==> src/verilog/sfd_cfg.svh <==
// sfd_cfg.svh: offsets, field positions, reset values and table constants of the synthesizer field decoder.
// assumes: included by bare name by the package and every design file that needs the numbers.
`ifndef SFD_CFG_SVH
`define SFD_CFG_SVH

// register offsets on the plain register port
`define SFD_ADDR_W 8
`define SFD_OFS_FEATURE 8'h00
`define SFD_OFS_FUNCTION 8'h04
`define SFD_OFS_STATUS 8'h08

`define SFD_FEATURE_RST 32'h0000_0000
`define SFD_FUNCTION_RST 32'h0000_0000

// misc_feature_config fields
`define SFD_MODE_MSB 1
`define SFD_MODE_LSB 0
`define SFD_POWER_DOWN_BIT_BIT 2
`define SFD_XO_BIT 3
`define SFD_PUMP_MSB 8
`define SFD_PUMP_LSB 4
`define SFD_FPUMP_MSB 13
`define SFD_FPUMP_LSB 9
`define SFD_FRES_A_MSB 16
`define SFD_FRES_A_LSB 14
`define SFD_FRES_B_MSB 19
`define SFD_FRES_B_LSB 17

// misc_function_config fields
`define SFD_REF_MSB 7
`define SFD_REF_LSB 0
`define SFD_DIV_MSB 13
`define SFD_DIV_LSB 8
`define SFD_NRES_A_MSB 16
`define SFD_NRES_A_LSB 14
`define SFD_NRES_B_MSB 19
`define SFD_NRES_B_LSB 17
`define SFD_CAP_A_MSB 23
`define SFD_CAP_A_LSB 20
`define SFD_CAP_B_MSB 27
`define SFD_CAP_B_LSB 24

// status bits
`define SFD_ST_FAST 0
`define SFD_ST_POWER_DOWN_BIT 1
`define SFD_ST_RES_A_BAD 2
`define SFD_ST_RES_B_BAD 3
`define SFD_ST_REF_BAD 4
`define SFD_ST_DIV_BAD 5
`define SFD_ST_TEST_MODE 6
`define SFD_ST_CAP_A_TOP 7
`define SFD_ST_W 8

// resistor codes and their settings in ohm
`define SFD_RES_LOW 3'h0
`define SFD_RES_1K 3'h1
`define SFD_RES_2K 3'h2
`define SFD_RES_4K 3'h3
`define SFD_RES_16K 3'h4
`define SFD_OHM_LOW 16'h00c8
`define SFD_OHM_1K 16'h03e8
`define SFD_OHM_2K 16'h07d0
`define SFD_OHM_4K 16'h0fa0
`define SFD_OHM_16K 16'h3e80

// charge pump unit current in uA
`define SFD_PUMP_UNIT_UA 12'h064

// capacitor weights in pF and the cap a top code
`define SFD_CAP_A_FINE 8'h01
`define SFD_CAP_A_STEP 8'h05
`define SFD_CAP_A_TOP_CODE 4'hf
`define SFD_CAP_A_TOP_PF 8'h24
`define SFD_CAP_B_W0 8'h05
`define SFD_CAP_B_W1 8'h14
`define SFD_CAP_B_W2 8'h28
`define SFD_CAP_B_W3 8'h64

// divider and reference codes
`define SFD_DIV_ILLEGAL 6'h00
`define SFD_DIV_BYPASS 6'h01
`define SFD_REF_ILLEGAL 8'h00

`endif

==> src/verilog/sfd_pkg.sv <==
// sfd_pkg: types shared by the synthesizer field decoder files.
// assumes: sfd_cfg.svh holds every number; this package only gives them shape.
`include "sfd_cfg.svh"

package sfd_pkg;

    typedef enum logic [1:0] {
        SFD_MODE_FULL,
        SFD_MODE_EXT_VCO,
        SFD_MODE_DIV_ONLY,
        SFD_MODE_TEST
    } sfd_mode_t;

    // decoded loop filter and charge pump settings
    typedef struct packed {
        logic [15:0] res_a_ohm;
        logic res_a_valid;
        logic [15:0] res_b_ohm;
        logic res_b_valid;
        logic [11:0] pump_ua;
        logic [7:0] cap_a_pf;
        logic [7:0] cap_b_pf;
        logic cap_valid;
    } sfd_loop_t;

    // block enables
    typedef struct packed {
        logic div_en;
        logic pll_en;
        logic vco_en;
        logic powered_down;
        logic crystal_en;
    } sfd_enable_t;

    // register port request
    typedef struct packed {
        logic [`SFD_ADDR_W-1:0] addr;
        logic [31:0] wdata;
        logic wr;
        logic rd;
    } sfd_req_t;

endpackage : sfd_pkg

==> src/verilog/sfd_vco_div.sv <==
// sfd_vco_div: vco output divider counting synchronised vco edges.
// assumes: vco_tick is a one-cycle event on clk; resync comes from a register write.
`include "sfd_cfg.svh"

module sfd_vco_div (
    input wire logic clk,
    input wire logic rst_n,
    input wire logic vco_tick,
    input wire logic [5:0] div_value,
    input wire logic run,
    input wire logic resync,
    output logic div_out
);
    logic [5:0] cnt_q;

    // resync restarts the count so the output phase is known again
    always_ff @(posedge clk) begin
        if (!rst_n || resync || !run) begin
            cnt_q <= 6'h00;
        end else if (vco_tick) begin
            if (cnt_q >= div_value - 6'h01) begin
                cnt_q <= 6'h00;
            end else begin
                cnt_q <= cnt_q + 6'h01;
            end
        end
    end

    // bypass passes every vco edge, otherwise one pulse per div_value edges
    always_ff @(posedge clk) begin
        if (!rst_n || resync || !run) begin
            div_out <= 1'b0;
        end else if (div_value == `SFD_DIV_BYPASS) begin
            div_out <= vco_tick;
        end else begin
            div_out <= vco_tick && (cnt_q == 6'h00);
        end
    end

endmodule : sfd_vco_div

==> src/verilog/sfd_field_decode.sv <==
// sfd_field_decode: register bank and field decoder of the frequency synthesizer configuration.
// assumes: one 100 MHz clock, fastlock_active from the fastlock timer on the same clock,
// external_vco_input a raw pin that is synchronised here.
//
// Summary of operation
// - fastlock active: fast_res_a_code picks 200 ohm, 1k, 2k, 4k, 16k; 5-7 reserved.
// - fastlock active: fast_res_b_code uses the same resistor mapping; 5-7 reserved.
// - fastlock active: pump current is (fast_pump_gain+1) times 100 uA.
// - every write to misc_function_config resynchronises the vco output divider.
// - divider value 2 to 63 divides, 1 bypasses in full-chip mode (flagged as illegal in other modes), 0 is illegal.
// - full-chip, no fastlock: normal resistor codes with the same mapping apply.
// - full-chip: filter_cap_a_code decodes 0,1,5,6,...,35 pF; code 15 taken as 36.
// - full-chip: filter_cap_b_code decodes 0,5,20,25,...,160,165 pF.
// - mode 0 all on, 1 vco off, 2 divider only, 3 test all on.
// - power_down_bit powers all functions down, keeping register contents.
// - crystal_select_bit turns the reference input into a crystal oscillator.
// - outside fastlock pump current is (pump_gain_code+1) times 100 uA.
// - fastlock switches pump and resistors to fast codes, reverting when it ends.
//
// Design decisions made here: the placing of the registers and strobed register access.
`include "sfd_cfg.svh"

module sfd_field_decode (
    input wire logic clk,
    input wire logic rst_n,
    input wire logic [`SFD_ADDR_W-1:0] reg_addr,
    input wire logic [31:0] reg_wdata,
    input wire logic reg_wr,
    input wire logic reg_rd,
    output logic [31:0] reg_rdata,
    input wire logic fastlock_active,
    input wire logic external_vco_input,
    output sfd_pkg::sfd_loop_t loop_q,
    output sfd_pkg::sfd_enable_t enable_q,
    output sfd_pkg::sfd_mode_t mode_q,
    output logic [7:0] ref_mhz_q,
    output logic [5:0] div_value_q,
    output logic div_bypass_q,
    output logic div_valid_q,
    output logic resync_q,
    output logic vco_div_out
);
    logic [31:0] feature_q;
    logic [31:0] function_q;
    logic [31:0] rdata_q;
    logic vco_meta_q;
    logic vco_sync_q;
    logic vco_prev_q;
    logic vco_tick;
    logic [`SFD_ST_W-1:0] status;
    sfd_pkg::sfd_req_t req;

    // field views
    logic [2:0] fres_a;
    logic [2:0] fres_b;
    logic [4:0] fpump;
    logic [4:0] npump;
    logic [2:0] nres_a;
    logic [2:0] nres_b;
    logic [3:0] cap_a;
    logic [3:0] cap_b;
    logic [5:0] div_code;
    logic [7:0] ref_code;
    sfd_pkg::sfd_mode_t mode;
    logic full_mode;

    // selected settings before the output flops
    logic [2:0] res_a_sel;
    logic [2:0] res_b_sel;
    logic [4:0] pump_sel;
    logic [15:0] res_a_ohm;
    logic [15:0] res_b_ohm;
    logic res_a_ok;
    logic res_b_ok;
    logic [7:0] cap_a_pf;
    logic [7:0] cap_b_pf;
    logic [11:0] pump_ua;
    logic div_ok;
    sfd_pkg::sfd_enable_t enable_d;

    assign req = '{addr: reg_addr, wdata: reg_wdata, wr: reg_wr, rd: reg_rd};

    assign fres_a = feature_q[`SFD_FRES_A_MSB:`SFD_FRES_A_LSB];
    assign fres_b = feature_q[`SFD_FRES_B_MSB:`SFD_FRES_B_LSB];
    assign fpump = feature_q[`SFD_FPUMP_MSB:`SFD_FPUMP_LSB];
    assign npump = feature_q[`SFD_PUMP_MSB:`SFD_PUMP_LSB];
    assign mode = sfd_pkg::sfd_mode_t'(feature_q[`SFD_MODE_MSB:`SFD_MODE_LSB]);
    assign nres_a = function_q[`SFD_NRES_A_MSB:`SFD_NRES_A_LSB];
    assign nres_b = function_q[`SFD_NRES_B_MSB:`SFD_NRES_B_LSB];
    assign cap_a = function_q[`SFD_CAP_A_MSB:`SFD_CAP_A_LSB];
    assign cap_b = function_q[`SFD_CAP_B_MSB:`SFD_CAP_B_LSB];
    assign div_code = function_q[`SFD_DIV_MSB:`SFD_DIV_LSB];
    assign ref_code = function_q[`SFD_REF_MSB:`SFD_REF_LSB];
    assign full_mode = (mode == sfd_pkg::SFD_MODE_FULL);

    // one resistor table for all four codes; reserved codes give no setting
    function automatic logic [16:0] res_decode(input logic [2:0] code);
        logic [16:0] r;
        r = {1'b0, 16'h0000};
        case (code)
            `SFD_RES_LOW: r = {1'b1, `SFD_OHM_LOW};
            `SFD_RES_1K: r = {1'b1, `SFD_OHM_1K};
            `SFD_RES_2K: r = {1'b1, `SFD_OHM_2K};
            `SFD_RES_4K: r = {1'b1, `SFD_OHM_4K};
            `SFD_RES_16K: r = {1'b1, `SFD_OHM_16K};
            default: r = {1'b0, 16'h0000};
        endcase
        return r;
    endfunction : res_decode

    // register writes; both words are write-only from software
    always_ff @(posedge clk) begin
        if (!rst_n) begin
            feature_q <= `SFD_FEATURE_RST;
        end else if (req.wr && req.addr == `SFD_OFS_FEATURE) begin
            feature_q <= req.wdata;
        end
    end

    always_ff @(posedge clk) begin
        if (!rst_n) begin
            function_q <= `SFD_FUNCTION_RST;
        end else if (req.wr && req.addr == `SFD_OFS_FUNCTION) begin
            function_q <= req.wdata;
        end
    end

    // an identical rewrite still resyncs: the pulse does not look at the data
    always_ff @(posedge clk) begin
        if (!rst_n) begin
            resync_q <= 1'b0;
        end else begin
            resync_q <= req.wr && (req.addr == `SFD_OFS_FUNCTION);
        end
    end

    // status shows live decoder state; config words read as zero
    always_ff @(posedge clk) begin
        if (!rst_n) begin
            rdata_q <= 32'h0000_0000;
        end else if (req.rd && req.addr == `SFD_OFS_STATUS) begin
            rdata_q <= {{(32 - `SFD_ST_W){1'b0}}, status};
        end else begin
            rdata_q <= 32'h0000_0000;
        end
    end

    assign reg_rdata = rdata_q;

    // vco presence comes from a pin: two flops before the edge detector
    always_ff @(posedge clk) begin
        if (!rst_n) begin
            vco_meta_q <= 1'b0;
            vco_sync_q <= 1'b0;
            vco_prev_q <= 1'b0;
        end else begin
            vco_meta_q <= external_vco_input;
            vco_sync_q <= vco_meta_q;
            vco_prev_q <= vco_sync_q;
        end
    end

    assign vco_tick = vco_sync_q && !vco_prev_q;

    // fastlock selects the fast codes, otherwise the normal ones
    always_comb begin
        if (fastlock_active) begin
            res_a_sel = fres_a;
            res_b_sel = fres_b;
            pump_sel = fpump;
        end else begin
            res_a_sel = nres_a;
            res_b_sel = nres_b;
            pump_sel = npump;
        end
    end

    // fast resistor codes act whenever fastlock runs; normal ones only in full-chip mode
    always_comb begin
        {res_a_ok, res_a_ohm} = res_decode(res_a_sel);
        {res_b_ok, res_b_ohm} = res_decode(res_b_sel);
        if (!fastlock_active && !full_mode) begin
            res_a_ok = 1'b0;
            res_a_ohm = 16'h0000;
            res_b_ok = 1'b0;
            res_b_ohm = 16'h0000;
        end
    end

    // (n+1) units of 100 uA, 32 units at most so 12 bits suffice
    assign pump_ua = 12'(({7'h00, pump_sel} + 12'h001) * `SFD_PUMP_UNIT_UA);

    // cap a: 5 pF steps plus a 1 pF fine bit; the top code is taken as 36 pF
    always_comb begin
        if (cap_a == `SFD_CAP_A_TOP_CODE) begin
            cap_a_pf = `SFD_CAP_A_TOP_PF;
        end else begin
            cap_a_pf = (cap_a[0] ? `SFD_CAP_A_FINE : 8'h00)
                + 8'({5'h00, cap_a[3:1]} * `SFD_CAP_A_STEP);
        end
    end

    // cap b: binary weighted 5, 20, 40 and 100 pF
    always_comb begin
        cap_b_pf = (cap_b[0] ? `SFD_CAP_B_W0 : 8'h00)
            + (cap_b[1] ? `SFD_CAP_B_W1 : 8'h00)
            + (cap_b[2] ? `SFD_CAP_B_W2 : 8'h00)
            + (cap_b[3] ? `SFD_CAP_B_W3 : 8'h00);
    end

    // bypass outside full-chip mode is a host fault; it is flagged, not obeyed
    assign div_ok = (div_code != `SFD_DIV_ILLEGAL)
        && !(div_code == `SFD_DIV_BYPASS && !full_mode);

    // mode enables, all forced off by power-down
    always_comb begin
        enable_d = '0;
        case (mode)
            sfd_pkg::SFD_MODE_FULL: begin
                enable_d.div_en = 1'b1;
                enable_d.pll_en = 1'b1;
                enable_d.vco_en = 1'b1;
            end
            sfd_pkg::SFD_MODE_EXT_VCO: begin
                enable_d.div_en = 1'b1;
                enable_d.pll_en = 1'b1;
            end
            sfd_pkg::SFD_MODE_DIV_ONLY: begin
                enable_d.div_en = 1'b1;
            end
            sfd_pkg::SFD_MODE_TEST: begin
                enable_d.div_en = 1'b1;
                enable_d.pll_en = 1'b1;
                enable_d.vco_en = 1'b1;
            end
            default: begin
                enable_d.div_en = 1'b0;
            end
        endcase
        if (feature_q[`SFD_POWER_DOWN_BIT_BIT]) begin
            enable_d.div_en = 1'b0;
            enable_d.pll_en = 1'b0;
            enable_d.vco_en = 1'b0;
            enable_d.powered_down = 1'b1;
        end
        enable_d.crystal_en = feature_q[`SFD_XO_BIT] && !feature_q[`SFD_POWER_DOWN_BIT_BIT];
    end

    // settings leave through flops; power-down leaves the register words untouched
    always_ff @(posedge clk) begin
        if (!rst_n) begin
            loop_q <= '0;
        end else begin
            loop_q.res_a_ohm <= res_a_ohm;
            loop_q.res_a_valid <= res_a_ok;
            loop_q.res_b_ohm <= res_b_ohm;
            loop_q.res_b_valid <= res_b_ok;
            loop_q.pump_ua <= pump_ua;
            loop_q.cap_a_pf <= full_mode ? cap_a_pf : 8'h00;
            loop_q.cap_b_pf <= full_mode ? cap_b_pf : 8'h00;
            loop_q.cap_valid <= full_mode;
        end
    end

    always_ff @(posedge clk) begin
        if (!rst_n) begin
            enable_q <= '0;
            mode_q <= sfd_pkg::SFD_MODE_FULL;
        end else begin
            enable_q <= enable_d;
            mode_q <= mode;
        end
    end

    always_ff @(posedge clk) begin
        if (!rst_n) begin
            ref_mhz_q <= `SFD_REF_ILLEGAL;
            div_value_q <= `SFD_DIV_ILLEGAL;
            div_bypass_q <= 1'b0;
            div_valid_q <= 1'b0;
        end else begin
            ref_mhz_q <= ref_code;
            div_value_q <= div_code;
            div_bypass_q <= div_ok && (div_code == `SFD_DIV_BYPASS);
            div_valid_q <= div_ok;
        end
    end

    // fault and state view for software
    always_comb begin
        status = '0;
        status[`SFD_ST_FAST] = fastlock_active;
        status[`SFD_ST_POWER_DOWN_BIT] = feature_q[`SFD_POWER_DOWN_BIT_BIT];
        status[`SFD_ST_RES_A_BAD] = !res_a_ok;
        status[`SFD_ST_RES_B_BAD] = !res_b_ok;
        status[`SFD_ST_REF_BAD] = (ref_code == `SFD_REF_ILLEGAL);
        status[`SFD_ST_DIV_BAD] = !div_ok;
        status[`SFD_ST_TEST_MODE] = (mode == sfd_pkg::SFD_MODE_TEST);
        status[`SFD_ST_CAP_A_TOP] = (cap_a == `SFD_CAP_A_TOP_CODE);
    end

    // divider runs only with a legal value and the divider enabled
    sfd_vco_div u_vco_div (
        .clk(clk),
        .rst_n(rst_n),
        .vco_tick(vco_tick),
        .div_value(div_code),
        .run(div_ok && enable_d.div_en),
        .resync(resync_q),
        .div_out(vco_div_out)
    );

endmodule : sfd_field_decode

==> config.mk <==
export PLATFORM = sky130hd
export DESIGN_NAME = sfd_field_decode
export DESIGN_NICKNAME = d
export VERILOG_FILES = /design/src/verilog/sfd_pkg.sv /design/src/verilog/sfd_vco_div.sv /design/src/verilog/sfd_field_decode.sv
export VERILOG_INCLUDE_DIRS = /design/src /design/src/verilog
export SDC_FILE = /design/constraint.sdc
export NUM_CORES = 1
export LEC_CHECK = 0
export ABC_AREA = 1
export BUFFER_PORTS_ARGS = -buffer_cell sky130_fd_sc_hd__clkbuf_2
export CAP_MARGIN = 10
export CORE_ASPECT_RATIO = 1.2
export CORE_MARGIN = 5
export CORE_UTILIZATION = 45
export DETAILED_ROUTE_END_ITERATION = 6
export GPL_TIMING_DRIVEN = 0
export HOLD_SLACK_MARGIN = 0.05
export PLACE_DENSITY = 0.75
export SKIP_LAST_GASP = 1
export SLEW_MARGIN = 10
export SYNTH_ARGS = -nofsm -noshare
export SYNTH_HDL_FRONTEND = slang
export SYNTH_SLANG_ARGS = --single-unit
export TNS_END_PERCENT = 1
==> constraint.sdc <==
create_clock -name clk -period 8.7 [get_ports clk]
set_input_delay 0.435 -clock clk [delete_from_list [all_inputs] [get_ports clk]]
set_output_delay 0.435 -clock clk [all_outputs]
set_load 0.01 [all_outputs]
==> impl_results.rst <==
.. list-table::
   :header-rows: 1

   * - Metric
     - Value
   * - Dominant cell type by area after synthesis
     - dfxtp_1
   * - TritonRoute pass-1 iters
     - 5
   * - Number of antenna violations at the first check in global routing
     - 0
   * - Initial core utilization
     - between 40% and 50%
   * - Seq/Total Area, Yosys
     - between 40% and 50%
   * - Total of cells resized after clock tree synthesis
     - 0
   * - Worst reg-to-reg setup slack
     - between 5 and 6 ns
   * - Power density normalized to cell area
     - 184 nW/µm²
   * - Startpoint of the most critical hold path
     - external_vco_input
   * - Worst EP arrival
     - 3.58 ns
   * - Share of total power in sequential cells
     - 45.8%
   * - Count of input and output buffers
     - around 120
   * - Reg-to-reg endpoint
     - loop_q[27]$_SDFF_PN0_
   * - Final routed wire length divided by cell count
     - 12.6 µm
   * - Post-synthesis average cell area
     - 8.04 µm²
   * - Internal power summed over all cells
     - between 0.001 and 0.0015 W
   * - Bufs on Longest Clock Path
     - 2
   * - Unrepaired setup endpoints after global routing
     - no
   * - Max-Slew Margin vs Limit
     - between 50% and 60%
   * - Fraction of layout cells with a size suffix above 1
     - 24.5%
   * - Final Cycle Share
     - approximately 38%
   * - Status
     - complete, no violations
   * - Warnings from Yosys
     - 0
   * - Required time worst endpoint
     - ~9 ns
   * - Category of the worst setup path launch point
     - input pin
   * - Max-capacitance violation count
     - 0
   * - Via-to-Cell Ratio
     - roughly 4.5
   * - Worst-path fanout max
     - 10
   * - Remaining design rule violation count
     - 0
   * - Routability Congestion
     - 0.869
   * - Maximum number of pins on one net before global-route repair
     - 17
   * - Slew Viols, Final
     - 0
   * - X dimension of the die
     - approximately 120 µm
   * - Remaining antenna violation count
     - 0
   * - Kind of end point of the critical path
     - flip-flop
   * - Launch point of the critical path
     - fastlock_active
   * - Clock root cell
     - clkbuf_16
   * - Final Setup Violations
     - 0
   * - Depth of the worst register-to-register path
     - 15
   * - Clk_skew
     - slightly above 0.006 ns
   * - Min-delay worst type
     - in2reg
   * - Crit Reg-Reg Startpoint
     - feature_q[10]$_SDFFE_PN0P_
   * - GRT Residual Overflow
     - 0
   * - Post-CTS Hold Buffers
     - 0
   * - Cell count after synthesis
     - around 750
   * - Detailed Route Iter0 Violations
     - roughly 260
   * - Total track usage
     - between 10% and 20%
   * - Total Power Consumption
     - 0.00138 W
   * - Leak pwr
     - a little over 4 nW
   * - Area of the mapped netlist
     - about 6000 µm²
   * - Count of distinct cell types in the synthesized netlist
     - 39
   * - VDD IR-drop max
     - 99.9 µV
   * - Logic pwr share
     - around 5.4%
   * - Clock network fraction of design power
     - 48.8%
   * - Global-route wire length before repair
     - between 20 and 25 mm
   * - Num Clock Sinks
     - 136
   * - Die Height
     - about 140 µm
   * - Ranking of synthesized cells by area
     - dfxtp_1, nand2_1, ha_1, inv_1, buf_4
   * - Share of the synthesized area in the top cell type
     - between 40% and 50%
   * - Final hold violation count
     - 0
   * - Routed Wire Length
     - 13.9 mm
   * - Worst-path clk slew
     - about 0.06 ns
   * - Post-Route Setup TNS
     - 0 ns
   * - Num rows
     - 46
   * - Minimum period implied by the final worst setup slack
     - approximately 3.3 ns
   * - Slew of the pin with the lowest slew margin
     - about 0.64 ns
   * - Area growth from synthesis to layout
     - 25.5%
   * - Switching power share of the total
     - a little over a fifth
   * - FF+latch count, synth
     - 136
   * - Total clock buffers created by CTS
     - 17
   * - Number of buffers added for setup after CTS
     - 0
   * - Clock tree from TritonCTS
     - yes
   * - Antenna diode count
     - 0
   * - Final net count
     - ~1000
   * - Total net switching power
     - 0.000301 W
   * - Die Footprint
     - about 16000 µm²
   * - Number of global-route vias before repair
     - 4941
   * - Critical path endpoint
     - loop_q[27]$_SDFF_PN0_
   * - Clk Latency, worst-skew pair
     - slightly above 0.4 ns
   * - Peak Freq
     - between 300 and 400 MHz
   * - H-tree levels
     - 4
   * - Core area
     - ~13000 µm²
   * - Vias after detailed routing
     - around 5000
   * - Count of pins on the block boundary
     - between 150 and 200
   * - Hpwl dp
     - roughly 11 mm
   * - Type of the worst setup path
     - in2reg
## flip-flops by register name, indices dropped and copies added, names as in the netlist, 2 cells and up
| name | flops |
|---|---|
| feature_q | 20 |
| loop_q | 46 |
| enable_q | 5 |
| u_vco_div.cnt_q | 6 |
| reg_rdata | 8 |
| function_q | 28 |
| mode_q | 2 |
| div_value_q | 6 |
| ref_mhz_q | 8 |
## cells by family (layout without fill, tap and decap cells)
kind of cell | Yosys count | in the layout | share of synthesized area, %
adders and majority gates | 44 | 44 | 9.44
and+or+nand+nor | 287 | 287 | 21.2
DFF | 136 | 136 | 45.4
xor gates and xnor gates | 13 | 13 | 1.90
buffers and inverters | 179 | 333 | 14.2
other | 1 | 39 | 0.0626
AOI/OAI and AO/OA | 85 | 85 | 7.75
## layout make-up
| type | count | area, µm² |
|---|---|---|
| flip-flops and latches | 136 | 2720 |
| inverters | 118 | 445 |
| multi-input cells | 468 | 2560 |
| clock inverters | 8 | 70.1 |
| clock buffers | 24 | 492 |
| well taps | 168 | 210 |
| fillers | 1205 | 5610 |
| repair buffers | 122 | 611 |
| plain buffers | 61 | 408 |
## Yosys cell counts (all sizes together)
| cell type | instances |
|---|---|
| nand2 | 157 |
| dfxtp | 136 |
| inv | 117 |
| nor2 | 62 |
| buf | 52 |
| a21oi | 51 |
| nand3 | 51 |
| ha | 42 |
| o21ai | 28 |
| clkbuf | 9 |
| xor2 | 8 |
| nor3 | 7 |
| nand4 | 6 |
| xnor2 | 5 |
| fa | 2 |
| nor4 | 2 |
| o21a | 2 |
| or2 | 2 |
| a21boi | 1 |
| a21o | 1 |
| a31o | 1 |
| clkinv | 1 |
| conb | 1 |
| o21bai | 1 |
## worst max-delay path: stages
cell	delay (ns)
clkbuf_2	0.14
inv_2	0.10
buf_6	0.16
nand2_1	0.06
nand2_1	0.19
ha_1	0.21
inv_1	0.06
xor2_1	0.24
inv_1	0.11
ha_1	0.30
ha_1	0.29
ha_1	0.30
inv_1	0.06
fa_1	0.45
nor2_1	0.12
o21ai_0	0.10
a21boi_0	0.17
nor2_1	0.07
## placed cells by master (no fill, tap or decap), drive strengths merged
| cell | Yosys | layout |
|---|---|---|
| a21boi | 1 | 1 |
| a21o | 1 | 1 |
| a21oi | 51 | 51 |
| a31o | 1 | 1 |
| buf | 52 | 52 |
| bufinv | 0 | 1 |
| clkbuf | 9 | 155 |
| clkinv | 1 | 6 |
| clkinvlp | 0 | 2 |
| conb | 1 | 39 |
| dfxtp | 136 | 136 |
| fa | 2 | 2 |
| ha | 42 | 42 |
| inv | 117 | 117 |
| nand2 | 157 | 157 |
| nand3 | 51 | 51 |
| nand4 | 6 | 6 |
| nor2 | 62 | 62 |
| nor3 | 7 | 7 |
| nor4 | 2 | 2 |
| o21a | 2 | 2 |
| o21ai | 28 | 28 |
| o21bai | 1 | 1 |
| or2 | 2 | 2 |
| xnor2 | 5 | 5 |
| xor2 | 8 | 8 |
## worst min-delay path by stage
| stage | end | cells after the start |
|---|---|---|
| 3_5_place_dp | vco_sync_q$_SDFF_PN0_ | 2 |
| 5_1_grt | vco_meta_q$_SDFF_PN0_ | 3 |
| 6_report | vco_meta_q$_SDFF_PN0_ | 3 |
| 4_1_cts | vco_meta_q$_SDFF_PN0_ | 3 |
| 3_3_place_gp | vco_sync_q$_SDFF_PN0_ | 2 |
| 2_1_floorplan | vco_sync_q$_SDFF_PN0_ | 2 |
## through the flow
stage | cells | instance area, µm² | setup WS [ns] | hold slack, ns | utilization (%)
global placement | 1073 | 6950 | 5.04 | 0.411 | 53.0
global route | 1105 | 7520 | 5.15 | 0.248 | 57.3
floorplan | 783 | 6130 | 5.53 | 0.390 | -
finish | 1105 | 7520 | 5.42 | 0.218 | 57.3
detailed placement | 1073 | 6950 | 5.05 | 0.413 | 53.0
CTS | 1105 | 7520 | 5.45 | 0.206 | 57.3
## power groups by stage
| stage | combinational [W] | clock (W) | sequential [W] |
|---|---|---|---|
| 2_1_floorplan | 0.0000438 | 0 | 0.000649 |
| 3_3_place_gp | 0.0000739 | 0 | 0.000646 |
| 3_5_place_dp | 0.0000745 | 0 | 0.000646 |
| 4_1_cts | 0.0000750 | 0.000684 | 0.000632 |
| 5_1_grt | 0.0000833 | 0.000714 | 0.000633 |
| 6_report | 0.0000751 | 0.000674 | 0.000632 |
## per-layer routing
layer  vias up  share of wire (%)  wire (µm)  global-route usage [%]
li1       2605                  -          -                       -
met1      2214                 41       5630                    20.4
met2       141                 50       7000                    32.1
met3        29                5.8        801                    4.81
met4         0                3.2        449                    8.55
met5         -                  0          0                       0
(Power assumes the default switching activity.)
